===== config.mk =====
export PLATFORM = sky130hd
export DESIGN_NAME = fbi_host
export DESIGN_NICKNAME = d
export VERILOG_FILES = /design/src/rtl/fbi_pkg.sv /design/src/rtl/fbi_host.sv /design/src/rtl/fbi_timer.sv
export SDC_FILE = /design/constraint.sdc
export NUM_CORES = 1
export LEC_CHECK = 0
export BUFFER_PORTS_ARGS = -buffer_cell sky130_fd_sc_hd__buf_2
export CORE_UTILIZATION = 51
export CTS_CLUSTER_DIAMETER = 40
export DETAILED_ROUTE_END_ITERATION = 7
export PLACE_DENSITY_LB_ADDON = 0.08
export SKIP_CTS_REPAIR_TIMING = 1
export SYNTH_ARGS = -nofsm -noshare
export SYNTH_HDL_FRONTEND = slang
export SYNTH_SLANG_ARGS = --single-unit

===== constraint.sdc =====
create_clock -name clk_sys_i -period 2.4 [get_ports clk_sys_i]
set_input_delay 0.36 -clock clk_sys_i [delete_from_list [all_inputs] [get_ports clk_sys_i]]
set_output_delay 0.36 -clock clk_sys_i [all_outputs]
set_load 0.01 [all_outputs]

===== src/rtl/fbi_pkg.sv =====
// Package of the host-side flash parallel bus controller.
// Assumes a 100 MHz system clock and a flash part on the far side of the pins.
package fbi_pkg;

  // Clock and bus timing
  localparam int CLK_NS      = 10;
  localparam int T_ACC_NS    = 60;
  localparam int T_WP_NS     = 50;
  localparam int T_WAKE_NS   = 300;
  localparam int ACC_CYC     = (T_ACC_NS + CLK_NS - 1) / CLK_NS;
  localparam int WP_CYC      = (T_WP_NS + CLK_NS - 1) / CLK_NS;
  localparam int WAKE_CYC    = (T_WAKE_NS + CLK_NS - 1) / CLK_NS;
  localparam int TMR_W       = 6;

  // Bus geometry
  localparam int ADDR_W      = 17;
  localparam int DATA_W      = 16;

  // Command codes
  localparam logic [7:0] CMD_ARRAY  = 8'hff;
  localparam logic [7:0] CMD_SIG    = 8'h90;
  localparam logic [7:0] CMD_STATUS = 8'h70;
  localparam logic [7:0] BYTE_ZERO  = 8'h00;

  typedef enum logic [2:0] {
    OP_READ, OP_WRITE, OP_ID_READ, OP_CMD_ARRAY, OP_CMD_SIG
  } fbi_op_t;

  typedef enum logic [1:0] {
    MODE_ARRAY, MODE_IDENT, MODE_STATUS
  } fbi_mode_t;

  typedef enum logic [2:0] {
    ST_IDLE, ST_W_SETUP, ST_W_STROBE, ST_W_HOLD, ST_R_WAIT, ST_PDN, ST_WAKE
  } fbi_st_t;

  typedef struct packed {
    fbi_op_t             op;
    logic [ADDR_W-1:0]   addr;
    logic                byte_sel;
    logic [DATA_W-1:0]   wdata;
  } fbi_req_t;

  typedef struct packed {
    logic word_org;
    logic ce_strobe;
    logic boot_unlock;
    logic boot_wp_off;
    logic pdn_req;
  } fbi_cfg_t;

  typedef struct packed {
    fbi_st_t             st;
    logic                ce_n;
    logic                oe_n;
    logic                we_n;
    logic [ADDR_W-1:0]   addr;
    logic [DATA_W-1:0]   dq;
    logic                low_oe;
    logic                up_oe;
    logic                top_oe;
    logic                ident_hv;
    logic                unlock_hv;
    logic                pdn_n;
    logic                wp_n;
    logic                word_org;
    logic                ce_strobe;
    logic                ready;
    logic                done;
    logic [DATA_W-1:0]   rdata;
    fbi_mode_t           mode;
  } fbi_state_t;

  localparam fbi_state_t STATE_RST = '{
    st: ST_IDLE, ce_n: 1'b1, oe_n: 1'b1, we_n: 1'b1, addr: '0, dq: '0,
    low_oe: 1'b0, up_oe: 1'b0, top_oe: 1'b0, ident_hv: 1'b0, unlock_hv: 1'b0,
    pdn_n: 1'b1, wp_n: 1'b0, word_org: 1'b1, ce_strobe: 1'b0, ready: 1'b1,
    done: 1'b0, rdata: '0, mode: MODE_ARRAY};

endpackage


===== src/rtl/fbi_host.sv =====
// Host controller driving a boot-block flash over its parallel pins.
// Assumes flash data inputs synchronous to clk_sys_i; pins resolved outside.
`timescale 1ns/1ps
`default_nettype none
module fbi_host
  import fbi_pkg::*;
(
  // Clock, reset, enable
  input  wire logic                clk_sys_i,
  input  wire logic                rst_n_i,
  input  wire logic                ce_i,
  // User request side
  input  wire logic                req_valid_i,
  input  wire fbi_req_t            req_i,
  input  wire fbi_cfg_t            cfg_i,
  output logic                     ready_o,
  output logic                     done_o,
  output logic [DATA_W-1:0]        rdata_o,
  output fbi_mode_t                mode_o,
  // Flash control pins
  output logic                     flash_ce_n_o,
  output logic                     flash_oe_n_o,
  output logic                     flash_we_n_o,
  output logic                     word_org_o,
  output logic [ADDR_W-1:0]        word_address_in_o,
  output logic                     ident_high_level_o,
  output logic                     unlock_high_level_o,
  output logic                     pdn_n_o,
  output logic                     wp_n_o,
  // Flash data pins
  output logic [7:0]               low_data_byte_o,
  input  wire logic [7:0]          low_data_byte_i,
  output logic                     low_data_byte_oe_o,
  output logic [6:0]               upper_data_bits_o,
  input  wire logic [6:0]          upper_data_bits_i,
  output logic                     upper_data_bits_oe_o,
  output logic                     top_data_or_byte_select_o,
  input  wire logic                top_data_or_byte_select_i,
  output logic                     top_data_or_byte_select_oe_o
);

  localparam logic [TMR_W-1:0] ACC_CNT  = TMR_W'(ACC_CYC);
  localparam logic [TMR_W-1:0] WP_CNT   = TMR_W'(WP_CYC);
  localparam logic [TMR_W-1:0] WAKE_CNT = TMR_W'(WAKE_CYC);

  fbi_state_t        s_r;
  fbi_state_t        s_nxt;
  logic              tmr_load;
  logic [TMR_W-1:0]  tmr_val;
  logic              tmr_exp;
  logic [DATA_W-1:0] dq_in;

  fbi_timer #(
    .W          (TMR_W)
  ) u_timer (
    .clk_sys_i  (clk_sys_i),
    .rst_n_i    (rst_n_i),
    .ce_i       (ce_i),
    .load_i     (tmr_load),
    .load_val_i (tmr_val),
    .expired_o  (tmr_exp)
  );

  assign dq_in = {top_data_or_byte_select_i, upper_data_bits_i, low_data_byte_i};

  ////////////////////////////////////////////////////////////////////////////
  // Next-state logic

  always_comb begin
    s_nxt     = s_r;
    tmr_load  = 1'b0;
    tmr_val   = ACC_CNT;
    s_nxt.done = 1'b0;
    s_nxt.unlock_hv = cfg_i.boot_unlock;
    s_nxt.wp_n      = cfg_i.boot_wp_off;
    case (s_r.st)
      ST_IDLE: begin
        if (cfg_i.pdn_req) begin
          s_nxt.pdn_n = 1'b0;
          s_nxt.ready = 1'b0;
          s_nxt.st    = ST_PDN;
        end else if (req_valid_i) begin
          s_nxt.ready     = 1'b0;
          s_nxt.word_org  = cfg_i.word_org;
          s_nxt.ce_strobe = cfg_i.ce_strobe;
          s_nxt.addr      = req_i.addr;
          // Top pin is address in byte mode, data bit in word mode
          s_nxt.dq[DATA_W-1] = cfg_i.word_org ? req_i.wdata[DATA_W-1] : req_i.byte_sel;
          s_nxt.top_oe    = 1'b1;
          if (req_i.op == OP_READ || req_i.op == OP_ID_READ) begin
            s_nxt.top_oe   = ~cfg_i.word_org;
            s_nxt.ident_hv = (req_i.op == OP_ID_READ);
            s_nxt.ce_n     = 1'b0;
            s_nxt.oe_n     = 1'b0;
            s_nxt.we_n     = 1'b1;
            tmr_load       = 1'b1;
            tmr_val        = ACC_CNT;
            s_nxt.st       = ST_R_WAIT;
          end else begin
            s_nxt.dq[DATA_W-2:0] = req_i.wdata[DATA_W-2:0];
            if (req_i.op == OP_CMD_ARRAY) begin
              s_nxt.dq[7:0] = CMD_ARRAY;
            end else if (req_i.op == OP_CMD_SIG) begin
              s_nxt.dq[7:0] = CMD_SIG;
            end
            if (req_i.op != OP_WRITE) begin
              s_nxt.dq[DATA_W-1:8] = '0;
              s_nxt.dq[DATA_W-1]   = cfg_i.word_org ? 1'b0 : req_i.byte_sel;
            end
            s_nxt.low_oe = 1'b1;
            s_nxt.up_oe  = cfg_i.word_org;
            s_nxt.oe_n   = 1'b1;
            // Chip-enable strobing parks write enable low first
            s_nxt.we_n   = ~cfg_i.ce_strobe;
            s_nxt.ce_n   = cfg_i.ce_strobe;
            s_nxt.st     = ST_W_SETUP;
          end
        end
      end
      ST_W_SETUP: begin
        s_nxt.ce_n = 1'b0;
        s_nxt.we_n = 1'b0;
        tmr_load   = 1'b1;
        tmr_val    = WP_CNT;
        s_nxt.st   = ST_W_STROBE;
      end
      ST_W_STROBE: begin
        if (tmr_exp) begin
          // Rising strobe is the flash capture point
          if (s_r.ce_strobe) begin
            s_nxt.ce_n = 1'b1;
          end else begin
            s_nxt.we_n = 1'b1;
          end
          if (s_r.dq[7:0] == CMD_ARRAY) begin
            s_nxt.mode = MODE_ARRAY;
          end else if (s_r.dq[7:0] == CMD_SIG) begin
            s_nxt.mode = MODE_IDENT;
          end else if (s_r.dq[7:0] == CMD_STATUS) begin
            s_nxt.mode = MODE_STATUS;
          end
          s_nxt.st = ST_W_HOLD;
        end
      end
      ST_W_HOLD: begin
        s_nxt.ce_n   = 1'b1;
        s_nxt.we_n   = 1'b1;
        s_nxt.low_oe = 1'b0;
        s_nxt.up_oe  = 1'b0;
        s_nxt.top_oe = 1'b0;
        s_nxt.done   = 1'b1;
        s_nxt.ready  = 1'b1;
        s_nxt.st     = ST_IDLE;
      end
      ST_R_WAIT: begin
        if (tmr_exp) begin
          if (s_r.word_org) begin
            s_nxt.rdata = dq_in;
          end else begin
            s_nxt.rdata = {BYTE_ZERO, dq_in[7:0]};
          end
          s_nxt.ce_n     = 1'b1;
          s_nxt.oe_n     = 1'b1;
          s_nxt.ident_hv = 1'b0;
          s_nxt.top_oe   = 1'b0;
          s_nxt.done     = 1'b1;
          s_nxt.ready    = 1'b1;
          s_nxt.st       = ST_IDLE;
        end
      end
      ST_PDN: begin
        s_nxt.mode = MODE_ARRAY;
        if (!cfg_i.pdn_req) begin
          s_nxt.pdn_n = 1'b1;
          tmr_load    = 1'b1;
          tmr_val     = WAKE_CNT;
          s_nxt.st    = ST_WAKE;
        end
      end
      ST_WAKE: begin
        if (tmr_exp) begin
          s_nxt.ready = 1'b1;
          s_nxt.st    = ST_IDLE;
        end
      end
      default: begin
        s_nxt = STATE_RST;
      end
    endcase
  end

  always_ff @(posedge clk_sys_i or negedge rst_n_i) begin
    if (!rst_n_i) begin
      s_r <= STATE_RST;
    end else if (ce_i) begin
      s_r <= s_nxt;
    end
  end

  ////////////////////////////////////////////////////////////////////////////
  // Outputs

  assign ready_o                      = s_r.ready;
  assign done_o                       = s_r.done;
  assign rdata_o                      = s_r.rdata;
  assign mode_o                       = s_r.mode;
  assign flash_ce_n_o                 = s_r.ce_n;
  assign flash_oe_n_o                 = s_r.oe_n;
  assign flash_we_n_o                 = s_r.we_n;
  assign word_org_o                   = s_r.word_org;
  assign word_address_in_o            = s_r.addr;
  assign ident_high_level_o           = s_r.ident_hv;
  assign unlock_high_level_o          = s_r.unlock_hv;
  assign pdn_n_o                      = s_r.pdn_n;
  assign wp_n_o                       = s_r.wp_n;
  assign low_data_byte_o              = s_r.dq[7:0];
  assign low_data_byte_oe_o           = s_r.low_oe;
  assign upper_data_bits_o            = s_r.dq[DATA_W-2:8];
  assign upper_data_bits_oe_o         = s_r.up_oe;
  assign top_data_or_byte_select_o    = s_r.dq[DATA_W-1];
  assign top_data_or_byte_select_oe_o = s_r.top_oe;

  logic wstrobe;
  logic rstrobe;
  assign wstrobe = !s_r.ce_n && !s_r.we_n;
  assign rstrobe = !s_r.ce_n && !s_r.oe_n;
endmodule
`default_nettype wire


===== src/rtl/fbi_timer.sv =====
// Down counter that times strobe, access and wake intervals.
// Assumes loads come from the controller state machine in the same clock domain.
`timescale 1ns/1ps
`default_nettype none
module fbi_timer
  import fbi_pkg::*;
#(
  parameter int W = TMR_W
) (
  // Clock and reset
  input  wire logic          clk_sys_i,
  input  wire logic          rst_n_i,
  input  wire logic          ce_i,
  // Control
  input  wire logic          load_i,
  input  wire logic [W-1:0]  load_val_i,
  output logic               expired_o
);

  logic [W-1:0] cnt_r;
  logic [W-1:0] cnt_nxt;

  always_comb begin
    cnt_nxt = cnt_r;
    if (load_i) begin
      cnt_nxt = load_val_i;
    end else if (cnt_r != '0) begin
      cnt_nxt = cnt_r - W'(1);
    end
  end

  always_ff @(posedge clk_sys_i or negedge rst_n_i) begin
    if (!rst_n_i) begin
      cnt_r <= '0;
    end else if (ce_i) begin
      cnt_r <= cnt_nxt;
    end
  end

  // Last cycle of a loaded interval
  assign expired_o = (cnt_r == W'(1));

endmodule
`default_nettype wire


# Word-level counts from Yosys, hierarchy flattened
# Index checks and enable logic that the tools add are counted.
[totals]
register_bits = 74
input_bits = 62
out_inout_bits = 64
[op_classes]
addsub = 1
eq_ne = 27
mux = 56
n_bitwise = 12
reduce_logical = 30
[ops]
columns = ["cell", "n"]
rows = [
  ["33-bit case mux with 2 select lines", 1],
  ["43-bit 2-to-1 mux", 1],
  ["40-bit 2-to-1 mux", 1],
  ["18-bit 2-to-1 mux", 2],
  ["16-bit case mux with 2 select lines", 1],
  ["5-bit AND reduction", 5],
  ["8-bit 2-to-1 mux", 3],
  ["2-bit != test, second input constant", 11],
  ["5-bit OR reduction", 4],
  ["6-bit 2-to-1 mux", 3],
  ["3-bit case mux with 6 select lines", 1],
  ["6-bit AND reduction", 3],
  ["8-bit == test, second input constant", 2],
  ["16-bit 2-to-1 mux", 1],
  ["1-bit 2-to-1 mux", 15],
  ["1-bit case mux with 3 select lines", 5],
  ["2-bit 2-to-1 mux", 7],
  ["3-bit by 2-bit == test with 1-bit output, second input constant", 4],
  ["3-bit == test, second input constant", 4],
  ["3-bit 2-to-1 mux", 4],
  ["1-bit inverter", 12],
  ["2-bit case mux with 2 select lines", 3],
  ["4-bit AND reduction", 3],
  ["6-bit OR reduction", 2],
  ["other kinds (24)", 28],
]

# Logic depth before layout (Yosys ltp)
# Gate-level depths: netlist of run 1.
[depth]
word_depth = 8
ltp_mapped = 7
ltp_nobuf = 6

# Hierarchy
# A second synthesis of run 1 with hierarchy kept.
[hier_totals]
hier_cells = 402
hier_area_um2 = 4068.9
[by_module_without_submodules]
columns = ["module", "n_inst", "cells_each", "area_per_inst_um2"]
rows = [
  ["fbi_host", 1, 354, 3624.7],
  ["fbi_timer", 1, 48, 444.2],
]

# Worst setup path before layout of run 1
# No wires, ideal clock.
[synth_path]
kind = "flip-flop to flip-flop"
startpoint = "register u_timer.cnt_r[2]"
endpoint = "register s_r (netlist bit top_data_or_byte_select_oe_o)"
arrival_time_ns = 1.848
slack_ns = 0.427
path_stages_with_launch = 5
path_buffers = 0
cell_sequence = "dfrtp_1 or4_4 or3_4 a31oi_1 mux2_2"
[synth_between]
elab_chain_cells = 3
[synth_rtl]
columns = ["item", "line", "rtl"]
rows = [
  ["start, declared", "fbi_timer.sv:20", "logic [W-1:0] cnt_r;"],
  ["start signal, assigned", "fbi_timer.sv:36", "cnt_r <= cnt_nxt;"],
  ["6-bit by 1-bit == test with 1-bit output", "fbi_timer.sv:41", "assign expired_o = (cnt_r == W'(1));"],
  ["2-bit != test (no source line)", "n/a", ""],
  ["5-bit AND reduction (no source line)", "n/a", ""],
  ["end signal, assigned", "fbi_host.sv:196", "s_r <= s_nxt;"],
  ["end, declared", "fbi_host.sv:46", "fbi_state_t s_r;"],
]
# Every way passes these cells.
# A chain may end at the register's enable or synchronous reset.

# Worst setup path after layout of run 1
[layout_path]
startpoint = "register s_r[67] (netlist bit)"
endpoint = "register s_r (netlist bit top_data_or_byte_select_o)"
[layout_between]
elab_chain_cells = 4
elab_cells_between_ends = 13
[layout_rtl]
columns = ["item", "line", "rtl"]
rows = [
  ["3-bit == test, or another cell as far along", "fbi_host.sv:76", "case (s_r.st)"],
  ["6-bit OR reduction (no source line)", "n/a", ""],
  ["1-bit inverter (no source line)", "n/a", ""],
  ["4-bit AND reduction (no source line)", "n/a", ""],
]
# Several ways; a longest one is shown, not always the timed one.

==> reports/qor.txt, run 1 <==
CTS buffer count: 9
Sink Count: 74
status: completed
Crit Path Class: flop to flop
Synth top cells by count: 68 x dfrtp_1, 51 x buf_4, 34 x a22o_1, 29 x o21ai_0, 26 x nand2_1
mapped cell area: 0.003860 sq mm
pre-CTS setup slack: 0.2539 ns
CP Launch Type: flop
Die X: 89.00 um
R2R Setup Slk: 0.28 ns
share of layout cells above drive strength 1: 38.13%
top-count cell post-synth: dfrtp_1
Synth Register Bits: 74
fin crit share: 88.13%
critical path's largest stage delay: 0.55 ns
TritonCTS clock tree: yes
CTS H-tree depth: 3
DR vias: 3,135
IR drop worst, VDD: 531.0 uV
# IOs: 126
area leader, netlist: dfrtp_1
ANT cells: 0
Worst-Margin Slew: 0.6611 ns
FFs w/ async S/R, synth: 100.0%
Total Wirelength: 8.749 mm
most common flop cell mapped by yosys: dfrtp_1
Slew HR: 55.82%
Clock Path Buffers: 2
total power draw: 5.095 mW
ANT nets after route: 0
final hold slack: 0.02767 ns
Iter 0 DRT Violations: 138
DRC Markers: 0
worst path arrival time: 2.36 ns
Netlist cell types: 56
type of element capturing the critical path: flop
Worst Hold Class: input pin to asynchronous set/reset pin
hpwl dp: 6.229 mm
top-area cell type share of the netlist area: 44.08%
crit-path max FO: 19
Setup-failing EPs final: 0
Syn. warnings: 0
Max Slew Vio Count: 0
Starting Density: 52.93%
Fmax: 0.4728 GHz
port bufs: 125
largest net degree at the start of global routing: 49
RSZ-0062 raised after global routing: no
Avg Vias per Cell: 5.618
Final Net Count: 519
row count: 31
CP delay by family, top: simple AND/OR/NAND/NOR gates
max cap viols: 0
CP required: 2.64 ns
GP Congestion: 0.8156
WL per Instance: 15.68 um
synth top area cells: dfrtp_1 44%, buf_4 9.9%, a22o_1 7.7%
final-report hold violation count: 0
sequential share of the synthesized area: 48.17%
Post-Synthesis Mean Instance Area: 10.27 sq um
buffers and inverters on the worst path: 0
setup tns final: 0 ns
core area: 0.007292 sq mm
Post-Synthesis Cells: 376
Post-synth EDFFs: 0
total grt overflow: 0
final setup margin: 0.2849 ns
Total GRT Usage: 23.08%
CP Cell Sequence: or3_1 -> o21ai_1 -> nand2_1 -> a22o_1
area grow syn2layout: 15.11%
cell depth of the worst setup path: 4
drt first pass iters: 4
vias in the first global route: 2,905
Die Ht: 89.00 um
critical path's slowest cell: or3_1
root buffer selected by CTS: clkbuf_8
Setup Skew: 0.01370 ns
cells on worst reg2reg path: 4
first-pass GRT wire length: 14.01 mm
shortest period the worst path allows: 2.115 ns
initial antenna violation count: 0
clock latency reported for the late side of the worst-skew pair: 0.35 ns
clk slew on worst S/H paths: 0.09 ns
power per cell area: 1147 mW/mm^2
Die ar.: 0.007920 sq mm
Syn Nets: 441
Lkg Pwr: 2.207 nW
## registers in the layout (all words and copies together) (netlist names)
name and cells:
word_org_o 1, pdn_n_o 1, upper_data_bits_oe_o 1, flash_we_n_o 1, s_r 4, ident_high_level_o 1, low_data_byte_oe_o 1, done_o 1
top_data_or_byte_select_oe_o 1, word_address_in_o 17, flash_oe_n_o 1, u_timer.cnt_r 6, ready_o 1, unlock_high_level_o 1, flash_ce_n_o 1, rdata_o 16
upper_data_bits_o 7, wp_n_o 1, mode_o 2, top_data_or_byte_select_o 1, low_data_byte_o 8
## worst register-to-register path, cell delays in order (launching register included)
cell and delay (ns):
dfrtp_1 0.38, or3_1 0.55, o21ai_1 0.28, nand2_1 0.44, a22o_1 0.38
## cells by family (layout without fill, tap and decap cells)
logic type / count (synthesis) / after routing / share of synthesized area (%)
flops: 74 / 74 / 48.17
mux: 4 / 4 / 1.167
fa+ha+maj: 3 / 3 / 0.9726
compound gates: 127 / 127 / 24.02
simple gates: 85 / 85 / 12.45
buf+inv: 83 / 166 / 13.23
## per-stage QoR
step	utilization, %	cells	cell area [sq um]
global placement	58.44	542	4262
global route	60.93	558	4443
finish	60.93	558	4443
CTS	60.93	558	4443
floorplan	-	376	3860
detailed placement	58.44	542	4262
## cells in the final DEF (no fill, tap or decap), types with 2 or more instances in the layout
cell	Yosys	layout
and4_1	2	2
a31oi_1	9	9
dfrtp_1	68	68
nand2b_1	4	4
and2_1	2	2
a21o_1	3	3
or3_1	3	3
mux2_2	4	4
a31o_2	2	2
clkinvlp_4	0	3
a21oi_1	12	12
and4b_1	2	2
nor2_1	12	12
nor3_1	4	3
nor4_1	4	4
a22o_1	34	34
a2bb2oi_1	2	2
nor2b_1	2	2
a22oi_1	8	8
buf_2	6	124
buf_4	51	13
or2_2	2	2
nor4bb_1	2	2
a211oi_1	3	3
ha_1	3	3
o31a_1	2	2
clkbuf_8	0	9
o2bb2ai_1	10	10
nand4_1	3	3
inv_1	12	12
nand3_1	7	7
nand2_1	26	26
nor3b_1	2	2
inv_6	0	4
dfstp_2	6	6
o21ai_0	29	29
## metal layers
layer	track usage [%]	routed length (um)
met1	33.63	4196
met2	34.41	3938
met3	5.817	596
met4	6.205	18
met5	0	0
## power by group
group	internal [mW]	switching, mW
Clock	0.390	0.517
Combinational	0.954	1.14
Sequential	1.75	0.344
Total	3.10	2.00
## cell type report
type | count | area, sq um
clock inverter | 7 | 57.56
timing repair buffer | 138 | 738.2
tap | 99 | 123.9
inverter | 12 | 45.04
multi-input combinational | 219 | 1495
sequential | 74 | 1859
clock buffer | 9 | 123.9
fill | 657 | 2849
## worst paths after layout
check,start,to
setup / recovery,s_r[67],top_data_or_byte_select_o
min in group clk_sys_i,req_i[29],word_address_in_o[12]
hold / removal,rst_n_i,word_address_in_o[11]
setup reg to reg,s_r[67],top_data_or_byte_select_o
max in group asynchronous,rst_n_i,flash_we_n_o
hold reg to reg,low_data_byte_oe_o,low_data_byte_oe_o
No activity file was read; power rests on OpenSTA's default activity.
==> run 2, diff against run 1 <==
--- a/config.mk
+++ b/config.mk
@@ -6,6 +6,7 @@
 export NUM_CORES = 1
 export LEC_CHECK = 0
 export BUFFER_PORTS_ARGS = -buffer_cell sky130_fd_sc_hd__buf_2
+export CORE_ASPECT_RATIO = 1.2
 export CORE_UTILIZATION = 51
 export CTS_CLUSTER_DIAMETER = 40
 export DETAILED_ROUTE_END_ITERATION = 7
==> reports/qor.txt, run 2 (same netlist as run 1, synthesis figures left out) <==
status: completed
total power draw: 5.486 mW
Setup Skew: 0.01760 ns
first-pass GRT wire length: 15.04 mm
CP required: 2.63 ns
power per cell area: 1215 mW/mm^2
Net Switching: 1.967 mW
pre-CTS setup slack: 0.2327 ns
cells on worst reg2reg path: 4
WL per Instance: 16.05 um
Clk pwr share: 23.2%
most frequent cells in the layout: 124 x buf_2, 68 x dfrtp_1, 34 x a22o_1, 29 x o21ai_0, 26 x nand2_1
max FFs per register: 17
Net Sw Frac: 35.85%
critical path's largest stage delay: 0.56 ns
Die ar.: 0.007922 sq mm
ANT cells: 0
Worst Hold Class: input pin to asynchronous set/reset pin
clock latency reported for the late side of the worst-skew pair: 0.35 ns
part of the power in registers: 38.3%
Total GRT Usage: 24.52%
drt first pass iters: 4
shortest period the worst path allows: 2.074 ns
initial antenna violation count: 0
area grow syn2layout: 17.02%
Iter 0 DRT Violations: 210
hpwl dp: 6.332 mm
CP Cell Sequence: or4_4 -> or3_4 -> a31oi_1 -> mux2_2
Max Slew Vio Count: 0
Power Internal: 3.519 mW
vias in the first global route: 3,115
ANT nets after route: 0
Total Wirelength: 8.843 mm
fin crit share: 86.43%
Fmax: 0.4821 GHz
port bufs: 125
final setup margin: 0.3256 ns
Setup-failing EPs final: 0
reg2reg start: u_timer.cnt_r[2]
Die X: 81.42 um
fill count: 639
CP Launch Type: flop
buffers and inverters on the worst path: 0
setup tns final: 0 ns
Worst-Margin Slew: 0.9267 ns
Avg Vias per Cell: 5.730
GP Congestion: 0.7808
TritonCTS clock tree: yes
max cap viols: 0
Critical Path Source: u_timer.cnt_r[2]
root buffer selected by CTS: clkbuf_8
Die Ht: 97.30 um
CTS H-tree depth: 3
Placed Area: 0.004253 sq mm
Sink Count: 74
IR drop worst, VDD: 731.9 uV
Final Net Count: 521
cell depth of the worst setup path: 4
R2R Setup Slk: 0.33 ns
Util after Layout: 62.09%
row count: 34
# IOs: 126
Lkg Pwr: 2.256 nW
Starting Density: 53.06%
worst path arrival time: 2.30 ns
CP delay by family, top: simple AND/OR/NAND/NOR gates
crit-path max FO: 7
critical path's slowest cell: or4_4
clk slew on worst S/H paths: 0.08 ns
Crit Path Class: flop to flop
Slew HR: 38.22%
CTS buffer count: 9
RSZ-0062 raised after global routing: no
largest net degree at the start of global routing: 75
total grt overflow: 0
Clock Path Buffers: 2
final instance area: 0.004517 sq mm
Gate power share: 38.5%
share of layout cells above drive strength 1: 38.18%
type of element capturing the critical path: flop
final-report hold violation count: 0
most common cell after layout, fill and taps aside: buf_2
DRC Markers: 0
core area: 0.007274 sq mm
DR vias: 3,157
run 2: cell types whose count changed in the layout (fill, tap and decap cells not counted), sizes merged:
| cell | delta |
|---|---|
| clkinvlp | -2 |
| inv | -3 |
| bufinv | +4 |
| clkbuf | +1 |
| buf | +2 |
run 2: final cells by class:
cell class                 instances  area (sq um)  area share, %
multi-input combinational        219          1495          33.10
sequential                        74          1859          41.16
inverter                          12         45.04         0.9972
timing repair buffer             140         740.7          16.40
tap                               90         112.6          2.493
clock inverter                     6         136.4          3.019
clock buffer                      10         127.6          2.825
run 2: per-layer routing:
layer	vias to the layer above	share of wire [%]	track usage, %
li1	1497	-	-
met3	22	6.0	4.789
met2	127	49	38.53
met4	0	2.4	11.26
met5	-	0	0
met1	1511	43	32.06
run 2: worst paths after layout:
kind / to
worst max-delay path: top_data_or_byte_select_oe_o
worst min-delay path: mode_o[1]
worst max register to register: top_data_or_byte_select_oe_o
worst min register to register: pdn_n_o
max in group asynchronous: upper_data_bits_o[3]
min in group clk_sys_i: rdata_o[9]
run 2: worst reg2reg max path, delay by kind of cell (launching register included):
kind	cells	cell delay (ns)
multiplexers	1	0.35
flip-flops	1	0.45
AND/OR/NAND/NOR	2	0.98
AO/OA/AOI/OAI	1	0.19
run 2: stage by stage:
stage / hold WS (ns) / std cells
finish: 0.1397 / 551
global route: 0.2151 / 551
CTS: 0.1878 / 551
detailed placement: 0.4764 / 535
global placement: 0.4615 / 535
floorplan: 0.06441 / 376
run 2: power by group through the flow:
stage          sequential (mW)  combinational [mW]  clock, mW
2_1_floorplan             2.09                1.72          0
3_3_place_gp              2.10                2.08          0
3_5_place_dp              2.11                2.12          0
4_1_cts                   2.10                2.13       1.30
5_1_grt                   2.18                2.35       1.35
6_report                  2.10                2.11       1.28
